File: src/etc_pkg.sv
// package for the event timer / pulse width counter
// assumes a single 100 MHz system clock and a plain register port
package etc_pkg;
    localparam logic [7:0] ADDR_COUNT = 8'h0D;
    localparam logic [7:0] ADDR_CTRL = 8'h0E;
    localparam logic [7:0] ADDR_IRQ = 8'h0F;
    localparam logic [7:0] ADDR_PORT = 8'h10;
    localparam int PSC_LSB = 0;
    localparam int PSC_MSB = 2;
    localparam int EDGE_BIT = 3;
    localparam int RUN_BIT = 4;
    localparam int MODE_LSB = 6;
    localparam int MODE_MSB = 7;
    localparam int IRQ_FLAG_BIT = 5;
    localparam int IRQ_EN_BIT = 2;
    localparam int PFD_BIT = 3;
    localparam logic [7:0] CTRL_RESET = 8'h08;
    localparam logic [7:0] CTRL_WMASK = 8'hDF;
    localparam logic [7:0] COUNT_MAX = 8'hFF;
    localparam logic [7:0] ZERO8 = 8'h00;
    localparam logic [6:0] PSC_ONE = 7'h01;
    typedef enum logic [1:0] {
        ETC_MODE_NONE = 2'b00,
        ETC_MODE_EVENT = 2'b01,
        ETC_MODE_TIMER = 2'b10,
        ETC_MODE_PULSE = 2'b11
    } etc_mode_type;
    typedef struct packed {
        logic [7:0] addr;
        logic [7:0] wdata;
        logic wr;
        logic rd;
    } etc_bus_type;
endpackage

File: src/etc_timer.sv
// 8-bit event timer with preload, prescaler, pulse width mode and divider output
// assumes synchronous reset, clock enable from the same domain, pin input async
//
// Contract
// one 8-bit up-counter clocked by event pin or prescaled system clock
// count write updates preload; loads counter too while counting is off
// count read returns counter and blocks the count clock that cycle
// mode field 7:6 selects event, timer, pulse width; 00 unused
// event and timer modes count to FFH then reload from preload
// each overflow sets the overflow flag at irq bit 5
// flag reaches the irq output only when enable bit 2 is set
// event mode edge bit 1 counts falling edges, 0 rising edges
// pulse mode measures high level for polarity 1, low level for 0
// pulse mode clears run bit at end, holds result until rerun
// overflow in pulse mode reloads and raises the flag as well
// run bit 4 gates counting; only software clears it outside pulse mode
// control bits 2:0 choose divide by 1 up to 128
// control bit 5 is unimplemented and reads as zero
// overflow is a wake-up source ending halt
// divider output on port bit 3 only while its latch is one
// divider output toggles on each overflow
// prescaler chain also times the pwm generator
// software loads a start count before first run
// software toggles run on then off once before first use
// event pin passes a two-stage synchroniser before edge detection
//
// Our own choice: strobed register access.
`timescale 1ns/1ps
`default_nettype none
module etc_timer (
    // clock, reset, enable
    input wire logic clk,
    input wire logic reset,
    input wire logic clk_en,
    // register port
    input wire logic [7:0] bus_addr,
    input wire logic [7:0] bus_wdata,
    input wire logic bus_wr,
    input wire logic bus_rd,
    output logic [7:0] bus_rdata,
    // pins and system hooks
    input wire logic count_and_event_pin,
    input wire logic freq_out_option,
    output logic port_a_bit3,
    output logic irq,
    output logic wake_up,
    output logic [6:0] pwm_time_base
);
    etc_pkg::etc_bus_type bus;
    assign bus = '{addr: bus_addr, wdata: bus_wdata, wr: bus_wr, rd: bus_rd};

    logic [7:0] count_q;
    logic [7:0] preload_q;
    logic [7:0] ctrl_q;
    logic flag_q;
    logic irq_en_q;
    logic latch_q;
    logic pfd_q;
    logic [6:0] psc_q;
    logic [6:0] psc_d;
    logic pin_s1_q;
    logic pin_s2_q;
    logic pin_s3_q;
    logic [7:0] rdata_q;

    function automatic logic addr_is(input logic [7:0] a, input logic [7:0] ref_a);
        addr_is = (a == ref_a);
    endfunction

    wire logic wr_count = bus.wr && addr_is(bus.addr, etc_pkg::ADDR_COUNT);
    wire logic wr_ctrl = bus.wr && addr_is(bus.addr, etc_pkg::ADDR_CTRL);
    wire logic wr_irq = bus.wr && addr_is(bus.addr, etc_pkg::ADDR_IRQ);
    wire logic wr_port = bus.wr && addr_is(bus.addr, etc_pkg::ADDR_PORT);
    wire logic rd_count = bus.rd && addr_is(bus.addr, etc_pkg::ADDR_COUNT);

    etc_pkg::etc_mode_type mode;
    assign mode = etc_pkg::etc_mode_type'(ctrl_q[etc_pkg::MODE_MSB:etc_pkg::MODE_LSB]);
    wire logic run = ctrl_q[etc_pkg::RUN_BIT];
    wire logic polarity = ctrl_q[etc_pkg::EDGE_BIT];
    wire logic [2:0] psc_sel = ctrl_q[etc_pkg::PSC_MSB:etc_pkg::PSC_LSB];

    // two-stage synchroniser, then edge stage
    always_ff @(posedge clk) begin
        if (reset) begin
            pin_s1_q <= 1'b0;
            pin_s2_q <= 1'b0;
            pin_s3_q <= 1'b0;
        end else if (clk_en) begin
            pin_s1_q <= count_and_event_pin;
            pin_s2_q <= pin_s1_q;
            pin_s3_q <= pin_s2_q;
        end
    end
    wire logic pin_rise = pin_s2_q && !pin_s3_q;
    wire logic pin_fall = !pin_s2_q && pin_s3_q;

    // free running prescaler chain, shared with the pwm
    assign psc_d = psc_q + etc_pkg::PSC_ONE;
    always_ff @(posedge clk) begin
        if (reset) begin
            psc_q <= '0;
        end else if (clk_en) begin
            psc_q <= psc_d;
        end
    end
    assign pwm_time_base = psc_q;

    // mask of the low chain bits that must all be one for a tick
    function automatic logic [6:0] psc_mask(input logic [2:0] sel);
        psc_mask = 7'((8'h01 << sel) - 8'h01);
    endfunction
    // tick when the low sel bits of the chain are all ones: divide by 2^sel
    logic psc_tick;
    always_comb begin
        psc_tick = ((psc_q & psc_mask(psc_sel)) == psc_mask(psc_sel));
    end

    // pulse width measurement state
    logic measuring_q;
    wire logic start_edge = polarity ? pin_rise : pin_fall;
    wire logic stop_edge = polarity ? pin_fall : pin_rise;
    wire logic pulse_mode = (mode == etc_pkg::ETC_MODE_PULSE);
    wire logic pulse_done = pulse_mode && run && measuring_q && stop_edge;

    always_ff @(posedge clk) begin
        if (reset) begin
            measuring_q <= 1'b0;
        end else if (clk_en) begin
            if (!pulse_mode || !run || pulse_done) begin
                measuring_q <= 1'b0;
            end else if (start_edge) begin
                measuring_q <= 1'b1;
            end
        end
    end

    // count clock selection, blocked during a read
    logic count_tick;
    always_comb begin
        case (mode)
            etc_pkg::ETC_MODE_EVENT: count_tick = polarity ? pin_fall : pin_rise;
            etc_pkg::ETC_MODE_TIMER: count_tick = psc_tick;
            etc_pkg::ETC_MODE_PULSE: count_tick = psc_tick && measuring_q && !stop_edge;
            default: count_tick = 1'b0;
        endcase
    end
    wire logic count_step = run && count_tick && !rd_count;
    wire logic overflow = count_step && (count_q == etc_pkg::COUNT_MAX);

    // preload register
    always_ff @(posedge clk) begin
        if (reset) begin
            preload_q <= etc_pkg::ZERO8;
        end else if (clk_en && wr_count) begin
            preload_q <= bus.wdata;
        end
    end

    // counter
    always_ff @(posedge clk) begin
        if (reset) begin
            count_q <= etc_pkg::ZERO8;
        end else if (clk_en) begin
            if (wr_count && !run) begin
                count_q <= bus.wdata;
            end else if (overflow) begin
                count_q <= preload_q;
            end else if (count_step) begin
                count_q <= count_q + 8'h01;
            end
        end
    end

    // control register; hardware clears run at end of a pulse
    always_ff @(posedge clk) begin
        if (reset) begin
            ctrl_q <= etc_pkg::CTRL_RESET;
        end else if (clk_en) begin
            if (wr_ctrl) begin
                ctrl_q <= bus.wdata & etc_pkg::CTRL_WMASK;
            end else if (pulse_done) begin
                ctrl_q[etc_pkg::RUN_BIT] <= 1'b0;
            end
        end
    end

    // interrupt flag and enable; set wins over a software clear
    always_ff @(posedge clk) begin
        if (reset) begin
            flag_q <= 1'b0;
            irq_en_q <= 1'b0;
        end else if (clk_en) begin
            if (wr_irq) begin
                irq_en_q <= bus.wdata[etc_pkg::IRQ_EN_BIT];
            end
            if (overflow) begin
                flag_q <= 1'b1;
            end else if (wr_irq) begin
                flag_q <= bus.wdata[etc_pkg::IRQ_FLAG_BIT];
            end
        end
    end
    assign irq = flag_q && irq_en_q;
    assign wake_up = overflow;

    // divider output and port latch
    always_ff @(posedge clk) begin
        if (reset) begin
            pfd_q <= 1'b0;
            latch_q <= 1'b1;
        end else if (clk_en) begin
            if (overflow) begin
                pfd_q <= !pfd_q;
            end
            if (wr_port) begin
                latch_q <= bus.wdata[etc_pkg::PFD_BIT];
            end
        end
    end
    assign port_a_bit3 = freq_out_option ? (latch_q && pfd_q) : latch_q;

    // read data, one cycle after the strobe
    always_ff @(posedge clk) begin
        if (reset) begin
            rdata_q <= etc_pkg::ZERO8;
        end else if (clk_en) begin
            rdata_q <= etc_pkg::ZERO8;
            if (bus.rd) begin
                if (addr_is(bus.addr, etc_pkg::ADDR_COUNT)) begin
                    rdata_q <= count_q;
                end else if (addr_is(bus.addr, etc_pkg::ADDR_CTRL)) begin
                    rdata_q <= ctrl_q & etc_pkg::CTRL_WMASK;
                end else if (addr_is(bus.addr, etc_pkg::ADDR_IRQ)) begin
                    rdata_q[etc_pkg::IRQ_FLAG_BIT] <= flag_q;
                    rdata_q[etc_pkg::IRQ_EN_BIT] <= irq_en_q;
                end else if (addr_is(bus.addr, etc_pkg::ADDR_PORT)) begin
                    rdata_q[etc_pkg::PFD_BIT] <= latch_q;
                end
            end
        end
    end
    assign bus_rdata = rdata_q;

    // checks
    overflow_reload_a: assert property (@(posedge clk) disable iff (reset)
        clk_en && overflow && !wr_count |=> count_q == $past(preload_q))
        else $error("overflow did not reload preload");
    flag_set_a: assert property (@(posedge clk) disable iff (reset)
        clk_en && overflow |=> flag_q)
        else $error("overflow flag not set");
    irq_gate_a: assert property (@(posedge clk) disable iff (reset)
        !irq_en_q |-> !irq)
        else $error("irq raised while disabled");
    read_block_a: assert property (@(posedge clk) disable iff (reset)
        clk_en && rd_count && !wr_count |=> count_q == $past(count_q))
        else $error("counter moved during read");
    read_data_a: assert property (@(posedge clk) disable iff (reset)
        clk_en && rd_count |=> bus_rdata == $past(count_q))
        else $error("wrong count read back");
    write_off_a: assert property (@(posedge clk) disable iff (reset)
        clk_en && wr_count && !run |=> count_q == $past(bus_wdata) && preload_q == count_q)
        else $error("stopped write did not load");
    write_on_a: assert property (@(posedge clk) disable iff (reset)
        clk_en && wr_count && run && !overflow |=> count_q != $past(bus_wdata)
        || $past(count_q) == $past(bus_wdata) || $past(count_step))
        else $error("running write disturbed counter");
    run_hold_a: assert property (@(posedge clk) disable iff (reset)
        clk_en && !pulse_mode && !wr_ctrl && run |=> run)
        else $error("run cleared without write");
    pulse_end_a: assert property (@(posedge clk) disable iff (reset)
        clk_en && pulse_done && !wr_ctrl |=> !run)
        else $error("run not cleared after pulse");
    bit5_zero_a: assert property (@(posedge clk) disable iff (reset)
        (ctrl_q & ~etc_pkg::CTRL_WMASK) == etc_pkg::ZERO8)
        else $error("control bit 5 set");
    pfd_toggle_a: assert property (@(posedge clk) disable iff (reset)
        clk_en && overflow |=> pfd_q != $past(pfd_q))
        else $error("divider did not toggle");
    stopped_a: assert property (@(posedge clk) disable iff (reset)
        clk_en && !run && !wr_count |=> count_q == $past(count_q))
        else $error("counter moved while off");

    // event, timer and unused mode counting
    event_count_a: assert property (@(posedge clk) disable iff (reset)
        clk_en && mode == etc_pkg::ETC_MODE_EVENT && run && !rd_count && !wr_count && (polarity ? pin_fall : pin_rise) && count_q != etc_pkg::COUNT_MAX |=> count_q == $past(count_q) + 8'h01)
        else $error("event edge not counted");
    event_skip_a: assert property (@(posedge clk) disable iff (reset)
        clk_en && mode == etc_pkg::ETC_MODE_EVENT && !(polarity ? pin_fall : pin_rise) && !wr_count |=> count_q == $past(count_q))
        else $error("counted without qualifying edge");
    mode_idle_a: assert property (@(posedge clk) disable iff (reset)
        clk_en && mode == etc_pkg::ETC_MODE_NONE && !wr_count |=> count_q == $past(count_q))
        else $error("unused mode counted");
    timer_step_a: assert property (@(posedge clk) disable iff (reset)
        clk_en && mode == etc_pkg::ETC_MODE_TIMER && run && psc_tick && !rd_count && !wr_count && count_q != etc_pkg::COUNT_MAX |=> count_q == $past(count_q) + 8'h01)
        else $error("timer tick not counted");
    timer_wait_a: assert property (@(posedge clk) disable iff (reset)
        clk_en && mode == etc_pkg::ETC_MODE_TIMER && !psc_tick && !wr_count |=> count_q == $past(count_q))
        else $error("timer counted between ticks");
    psc_rate_a: assert property (@(posedge clk) disable iff (reset)
        psc_tick |-> psc_q[etc_pkg::PSC_LSB] || psc_sel == 3'h0)
        else $error("prescale tick on even chain value");

    // pulse width measurement and overflow wake-up
    pulse_idle_a: assert property (@(posedge clk) disable iff (reset)
        clk_en && pulse_mode && !measuring_q && !wr_count |=> count_q == $past(count_q))
        else $error("pulse counted before start edge");
    pulse_arm_a: assert property (@(posedge clk) disable iff (reset)
        clk_en && pulse_mode && run && !measuring_q && start_edge |=> measuring_q)
        else $error("start edge did not arm");
    pulse_stop_a: assert property (@(posedge clk) disable iff (reset)
        clk_en && pulse_done |=> !measuring_q)
        else $error("measurement went on after stop");
    wake_pulse_a: assert property (@(posedge clk) disable iff (reset)
        clk_en && overflow |-> wake_up)
        else $error("overflow without wake pulse");

    // flags, port, pins, prescaler chain and register writes
    irq_follow_a: assert property (@(posedge clk) disable iff (reset)
        irq_en_q && flag_q |-> irq)
        else $error("enabled flag did not raise irq");
    flag_hold_a: assert property (@(posedge clk) disable iff (reset)
        clk_en && flag_q && !wr_irq |=> flag_q)
        else $error("flag dropped without write");
    flag_clear_a: assert property (@(posedge clk) disable iff (reset)
        clk_en && wr_irq && !overflow && !bus_wdata[etc_pkg::IRQ_FLAG_BIT] |=> !flag_q)
        else $error("flag clear ignored");
    port_off_a: assert property (@(posedge clk) disable iff (reset)
        !latch_q |-> !port_a_bit3)
        else $error("port active with latch low");
    port_pass_a: assert property (@(posedge clk) disable iff (reset)
        freq_out_option && latch_q |-> port_a_bit3 == pfd_q)
        else $error("port does not carry divider");
    sync_path_a: assert property (@(posedge clk) disable iff (reset)
        clk_en ##1 clk_en |=> pin_s2_q == $past(count_and_event_pin, 2))
        else $error("pin synchroniser delay wrong");
    pwm_step_a: assert property (@(posedge clk) disable iff (reset)
        clk_en |=> pwm_time_base == 7'($past(psc_q) + etc_pkg::PSC_ONE))
        else $error("prescale chain did not advance");
    preload_write_a: assert property (@(posedge clk) disable iff (reset)
        clk_en && wr_count |=> preload_q == $past(bus_wdata))
        else $error("preload not written");
    ctrl_write_a: assert property (@(posedge clk) disable iff (reset)
        clk_en && wr_ctrl |=> ctrl_q == ($past(bus_wdata) & etc_pkg::CTRL_WMASK))
        else $error("control write lost");
endmodule // etc_timer
`default_nettype wire

File: config.mk
export PLATFORM = sky130hd
export DESIGN_NAME = etc_timer
export DESIGN_NICKNAME = d
export VERILOG_FILES = /design/src/etc_pkg.sv /design/src/etc_timer.sv
export SDC_FILE = /design/constraint.sdc
export NUM_CORES = 1
export LEC_CHECK = 0
export BUFFER_PORTS_ARGS = -buffer_cell sky130_fd_sc_hd__buf_2
export CORE_UTILIZATION = 25
export DETAILED_ROUTE_END_ITERATION = 7
export GPL_ROUTABILITY_DRIVEN = 0
export HOLD_SLACK_MARGIN = 0.03
export SYNTH_ARGS = -nofsm -noshare
export SYNTH_HDL_FRONTEND = slang
export SYNTH_SLANG_ARGS = --single-unit
File: constraint.sdc
create_clock -name clk -period 3.54 [get_ports clk]
set_clock_uncertainty 0.15 [all_clocks]
set_input_delay 0.177 -clock clk [delete_from_list [all_inputs] [get_ports clk]]
set_output_delay 0.177 -clock clk [all_outputs]
set_load 0.1 [all_outputs]
* Yosys cells after proc, flatten, opt, wreduce, memory -nomap -nowiden *
Index checks and enable logic that the tools add are counted.

word-level totals
  register bits = 46
  output and inout bits = 18
  logic and storage cells = 92
  input port bits = 23

operators by class
  bitwise logic cells = 1
  add/sub/neg operators = 3
  multiplexer cells = 24
  shift operators = 1
  eq/ne operators = 9
  reductions and logical operators = 40

operator list
  operator             count
  $mux 8               5
  $eq 8x4->1 const B   3
  $logic_and 1x1->1    19
  $reduce_and 2->1     8
  $mux 1               15
  $add 8x1->8 const B  1
  $eq 8x5->1 const B   1
  $eq 8x8->1 const B   1
  $add 7x1->7 const B  1
  $and 7x7->7          1
  $eq 7x7->1           1
  $logic_not 1->1      7
  $shl 1x3->7 const A  1
  $sub 7x1->7 const B  1
  $mux 2               3
  $reduce_bool 2->1    3
  $eq 2x2->1 const B   2
  $pmux 1 s3           1
  $reduce_bool 3->1    1
  $eq 2x1->1 const B   1
  $logic_or 1x1->1     2

* Longest topological paths before layout *
  word-level depth = 12
  gate-level depth with buffers = 11
  gate-level depth less buffers = 9

* Least setup slack after synthesis *
OpenSTA, ideal clock, no wires.

  path type = register -> register
  from = reg psc_q[5], in the netlist pwm_time_base[5]
  to = reg count_q[3]
  required time = 3.270 ns
  library setup time = 0.120 ns
  period minus slack after synthesis = 3.103 ns
  buffers on the path = 1
  arrival time = 2.833 ns
  path slack = 0.437 ns
  cell stages (with the launch flop) = 8
  cells stage by stage = dfxtp_1 nand2b_1 a21boi_0 o31ai_1 o2111a_1 buf_2 nor3_1 o31a_1

between the ends
  word-level cells in the longest chain between the ends = 10
  elaborated cells on any way between the ends = 12
  classes of those cells = 1 x eq/ne; 3 x mux; 1 x bitwise; 7 x reduce/logical

RTL lines
  item                                                                 line              source
  start, declared                                                      etc_timer.sv:59   logic [6:0] psc_q;
  start signal, assigned                                               etc_timer.sv:103  psc_q <= psc_d;
  $and 7x7->7 (*)                                                      etc_timer.sv:115  psc_tick = ((psc_q & psc_mask(psc_sel)) == psc_mask(psc_sel));
  $eq 7x7->1 (*)                                                       etc_timer.sv:115
  $logic_and 1x1->1 (2 in series)                                      etc_timer.sv:143  etc_pkg::ETC_MODE_PULSE: count_tick = psc_tick && measuring_q && !stop_edge;
  $pmux 1 s3 (*)                                                       etc_timer.sv:140  case (mode)
  $logic_and 1x1->1 (*) (2 in series)                                  etc_timer.sv:147  wire logic count_step = run && count_tick && !rd_count;
  $logic_and 1x1->1 (*)                                                etc_timer.sv:148  wire logic overflow = count_step && (count_q == etc_pkg::COUNT_MAX);
  net wake_up                                                          etc_timer.sv:46   output logic wake_up,
  $reduce_bool 3->1 (no source line) / $mux 8 (equally long branches)  n/a
  $reduce_and 2->1 (no source line) / $mux 8 (equally long branches)   n/a
  end signal, assigned                                                 etc_timer.sv:162  count_q <= etc_pkg::ZERO8;
  end signal, assigned                                                 etc_timer.sv:165  count_q <= bus.wdata;
  end signal, assigned                                                 etc_timer.sv:167  count_q <= preload_q;
  end, declared                                                        etc_timer.sv:52   logic [7:0] count_q;

Mark *: on every way through the listed nets, which the timed path passes. The rest lies on a longest branch.
A chain may end at the register's enable or synchronous reset.

* Worst setup path in the final report *
  from = reg ctrl_q[2]
  to = out wake_up

between the ends
  word-level cells in the longest chain between the ends = 10

RTL lines
  item                                 line              source
  start, declared                      etc_timer.sv:54   logic [7:0] ctrl_q;
  start signal, assigned               etc_timer.sv:177  ctrl_q <= etc_pkg::CTRL_RESET;
  start signal, assigned               etc_timer.sv:180  ctrl_q <= bus.wdata & etc_pkg::CTRL_WMASK;
  $shl 1x3->7 (*)                      etc_timer.sv:110  psc_mask = 7'((8'h01 << sel) - 8'h01);
  $sub 7x1->7 (*)                      etc_timer.sv:110
  $and 7x7->7                          etc_timer.sv:115
  $eq 7x7->1 (*)                       etc_timer.sv:115
  $logic_and 1x1->1 (2 in series)      etc_timer.sv:143
  $pmux 1 s3 (*)                       etc_timer.sv:140
  $logic_and 1x1->1 (*) (2 in series)  etc_timer.sv:147
  $logic_and 1x1->1 (*)                etc_timer.sv:148
  end, declared                        etc_timer.sv:46

Every way passes the cells marked *; elsewhere a longest branch is shown, timed or not.

==> flow_summary.ini <==
[sta]
setup_ws_ps = 306.0
holdWs_ps = 38.42
period_needed_ps = 3234
relSlewSlack_pct = 37.74
grt_setup_unrepaired = false
hold_viol_final = 0
finalSetupViolCount = 0
maxSlewViolCount = 0
fmax_mhz = 309.2
totalNegativeSetupSlack_ps = 0
worstMarginPinSlew_ps = 933.9
min_period_over_period_pct = 91.36

[synthesis]
synth.net_count = 321
synth_edf_count = 0
synth_common_cells = dfxtp_1 (46), nor2_1 (46), mux2i_1 (21), nand2_1 (13)
async_reset_ff_share_pct = 0
ys_top_cells_by_area = dfxtp_1 (36%), mux2i_1 (8.2%), nor2_1 (6.8%)
synth-main-ff-cell = dfxtp_1
yosysWarnings = 0
synth_top_area_cell = dfxtp_1
synth-seq-cells = 46
synth-seq-area-share_pct = 36.13
synth.avg_cell_area_um2 = 8.640
syn_area_um2 = 2549
syn-instance-count = 295
synth_cell_types = 61
yosysTopAreaCellShare_pct = 36.13

[detailed_routing]
via_count = 2369
ant_nets = 0
routedWlPerCell_um = 15.04
drc = 0
first_pass_iters = 4
via_per_inst = 5.019
drtIter0Drc = 175
wl_mm = 7.101

[place]
dp_hpwl_mm = 5.125
placed_area_um2 = 2875
post-place-ws_ps = 440.0
portBuffers = 40
dpl.cell_count = 457

[floorplanning]
ios = 41
die_y_um = 103.0
placementRows = 36
core_um2 = 9819
initial_utilization_pct = 25.96
die_x_um = 103.0
die_area_um2 = 10600

[power]
combPwrFrac_pct = 9.7
p_sw_uw = 258.5
power_frac_clock_pct = 34.8
p_int_uw = 689.3
ir_drop_mv = 0.1444
power.total_uw = 947.7
p_leak_nw = 1.119
p_per_area_nw_per_um2 = 312.5
p_seq_share_pct = 55.5
switching_share_pct = 27.27

[critical_path]
cp.required_ps = 3210
cp_slowest_stage_delay_ps = 580
cp-start-kind = register
crit_arrival_ps = 2910
crit_fanout = 16
slowest_stage = dfxtp_1
r2r-start = ctrl_q[2]
crit_chain = nor3_1, inv_1, ha_1, nor3b_1, o21ai_0, a31oi_1, o2111a_2, buf_2
critical_path_class = reg2out
startpoint = ctrl_q[2]
cp-end-kind = output pin

[cells_and_area]
stdcell_area_um2 = 3033
register_area_um2 = 920.9
nNetsFinal = 364
fin_cells = 472
post-route-util_pct = 30.89
areaGrowthSynthToFinish_pct = 19.00
multi_input_area_um2 = 1510
drive_gt1_share_pct = 18.88
diodes = 0
n_fill_cell = 1083

[clock_tree]
htree_levels = 2
cts_tree = yes
clockRootBuffer = clkbuf_8
clock_sinks = 46
cts_buffer_depth = 2
clkLatencyLatePin_ps = 310
numCtsBuffers = 5
clk_pin_slew_ps = 100

[global_route]
grt_pass1_wl_mm = 11.28
antenna_found_initial = 0
grt_pass1_vias = 2257
grt_max_degree = 51
grt.overflow.total = 0
track_usage_pct = 13.85

[worst_hold_path]
min_from = bus_wdata[2]
worstHoldPathType = in2reg

[run]
cap_viol_max_count = 0

[status]
status = complete, no violations
## state kept, by name, summed over array words and instances, names as in the netlist
name / count
bus_rdata: 8
count_q: 8
preload_q: 8
ctrl_q: 7
pwm_time_base: 7
flag_q: 1
irq_en_q: 1
latch_q: 1
measuring_q: 1
pfd_q: 1
pin_s1_q: 1
pin_s2_q: 1
pin_s3_q: 1
## cells by family after synthesis
family | Yosys count | synth area share, %
AOI/OAI and AO/OA | 70 | 21.36
muxes | 22 | 8.689
DFF | 46 | 36.13
and+or+nand+nor | 117 | 24.25
adders and majority gates | 3 | 1.473
buffers and inverters | 27 | 4.664
xor gates and xnor gates | 10 | 3.436
## per-layer routing
layer	global-route usage (%)	part of all wire, %	vias to the layer above
met5	0	0	-
met4	5.742	2.5	0
met3	1.966	4.9	11
met2	22.77	45	84
met1	18.16	47	1106
li1	-	-	1168
## cell usage in the layout, fill, tap and decap left out, drive strengths merged, types with 3 or more instances in the layout
master,count
nand3b,5
a31oi,3
o41ai,4
o21ai,10
nand2,13
a21boi,4
or4,3
dlygate4sd3,7
nand3,7
inv,11
nand4,4
mux2i,21
clkbuf,6
a21oi,11
o31a,3
nor3,6
xor2,4
a22o,5
nor2b,5
nor4,5
nor3b,3
nor2,46
nand2b,3
or3,3
and3,3
a211oi,4
buf,45
dfxtp,46
xnor2,6
a22oi,7
ha,3
## worst paths after layout
path | end | slack [ps] | depth (start not counted)
setup / recovery | wake_up | 310 | 8
hold / removal | preload_q[2] | 40 | 3
hold reg to reg | bus_rdata[5] | 310 | 2
setup reg to reg | count_q[1] | 540 | 9
## power groups by stage
stage	logic (mW)	clock network, mW	registers (mW)
3_5_place_dp	0.0859	0	0.539
2_1_floorplan	0.0362	0	0.555
3_3_place_gp	0.0845	0	0.539
6_report	0.0917	0.330	0.526
5_1_grt	0.0981	0.356	0.527
4_1_cts	0.0914	0.336	0.527
## worst max-delay path: cells and delay by family, from the launching register on
kind,cells,cell delay [ps]
adder cells (fa/ha/maj),1,270
buffers and inverters,2,580
flip-flops,1,580
AND/OR/NAND/NOR,2,320
AO/OA/AOI/OAI,3,870
## cell type report
class                           instances  share of cell area (%)
Clock buffer                            6                   2.393
Multi-Input combinational cell        222                   49.79
Tap cell                              133                   5.487
Clock inverter                          2                  0.4538
Timing Repair Buffer                   52                   10.15
Sequential cell                        46                   30.36
Inverter                               11                   1.361
## what timing repair did
item / CTS / global route
hold endpoints to repair: 10 / 1
resized for setup: 0 / 1
hold buffers: 6 / 1
buffers inserted: 0 / 0
setup endpoints to repair: 0 / 1
(Power assumes the default switching activity.)
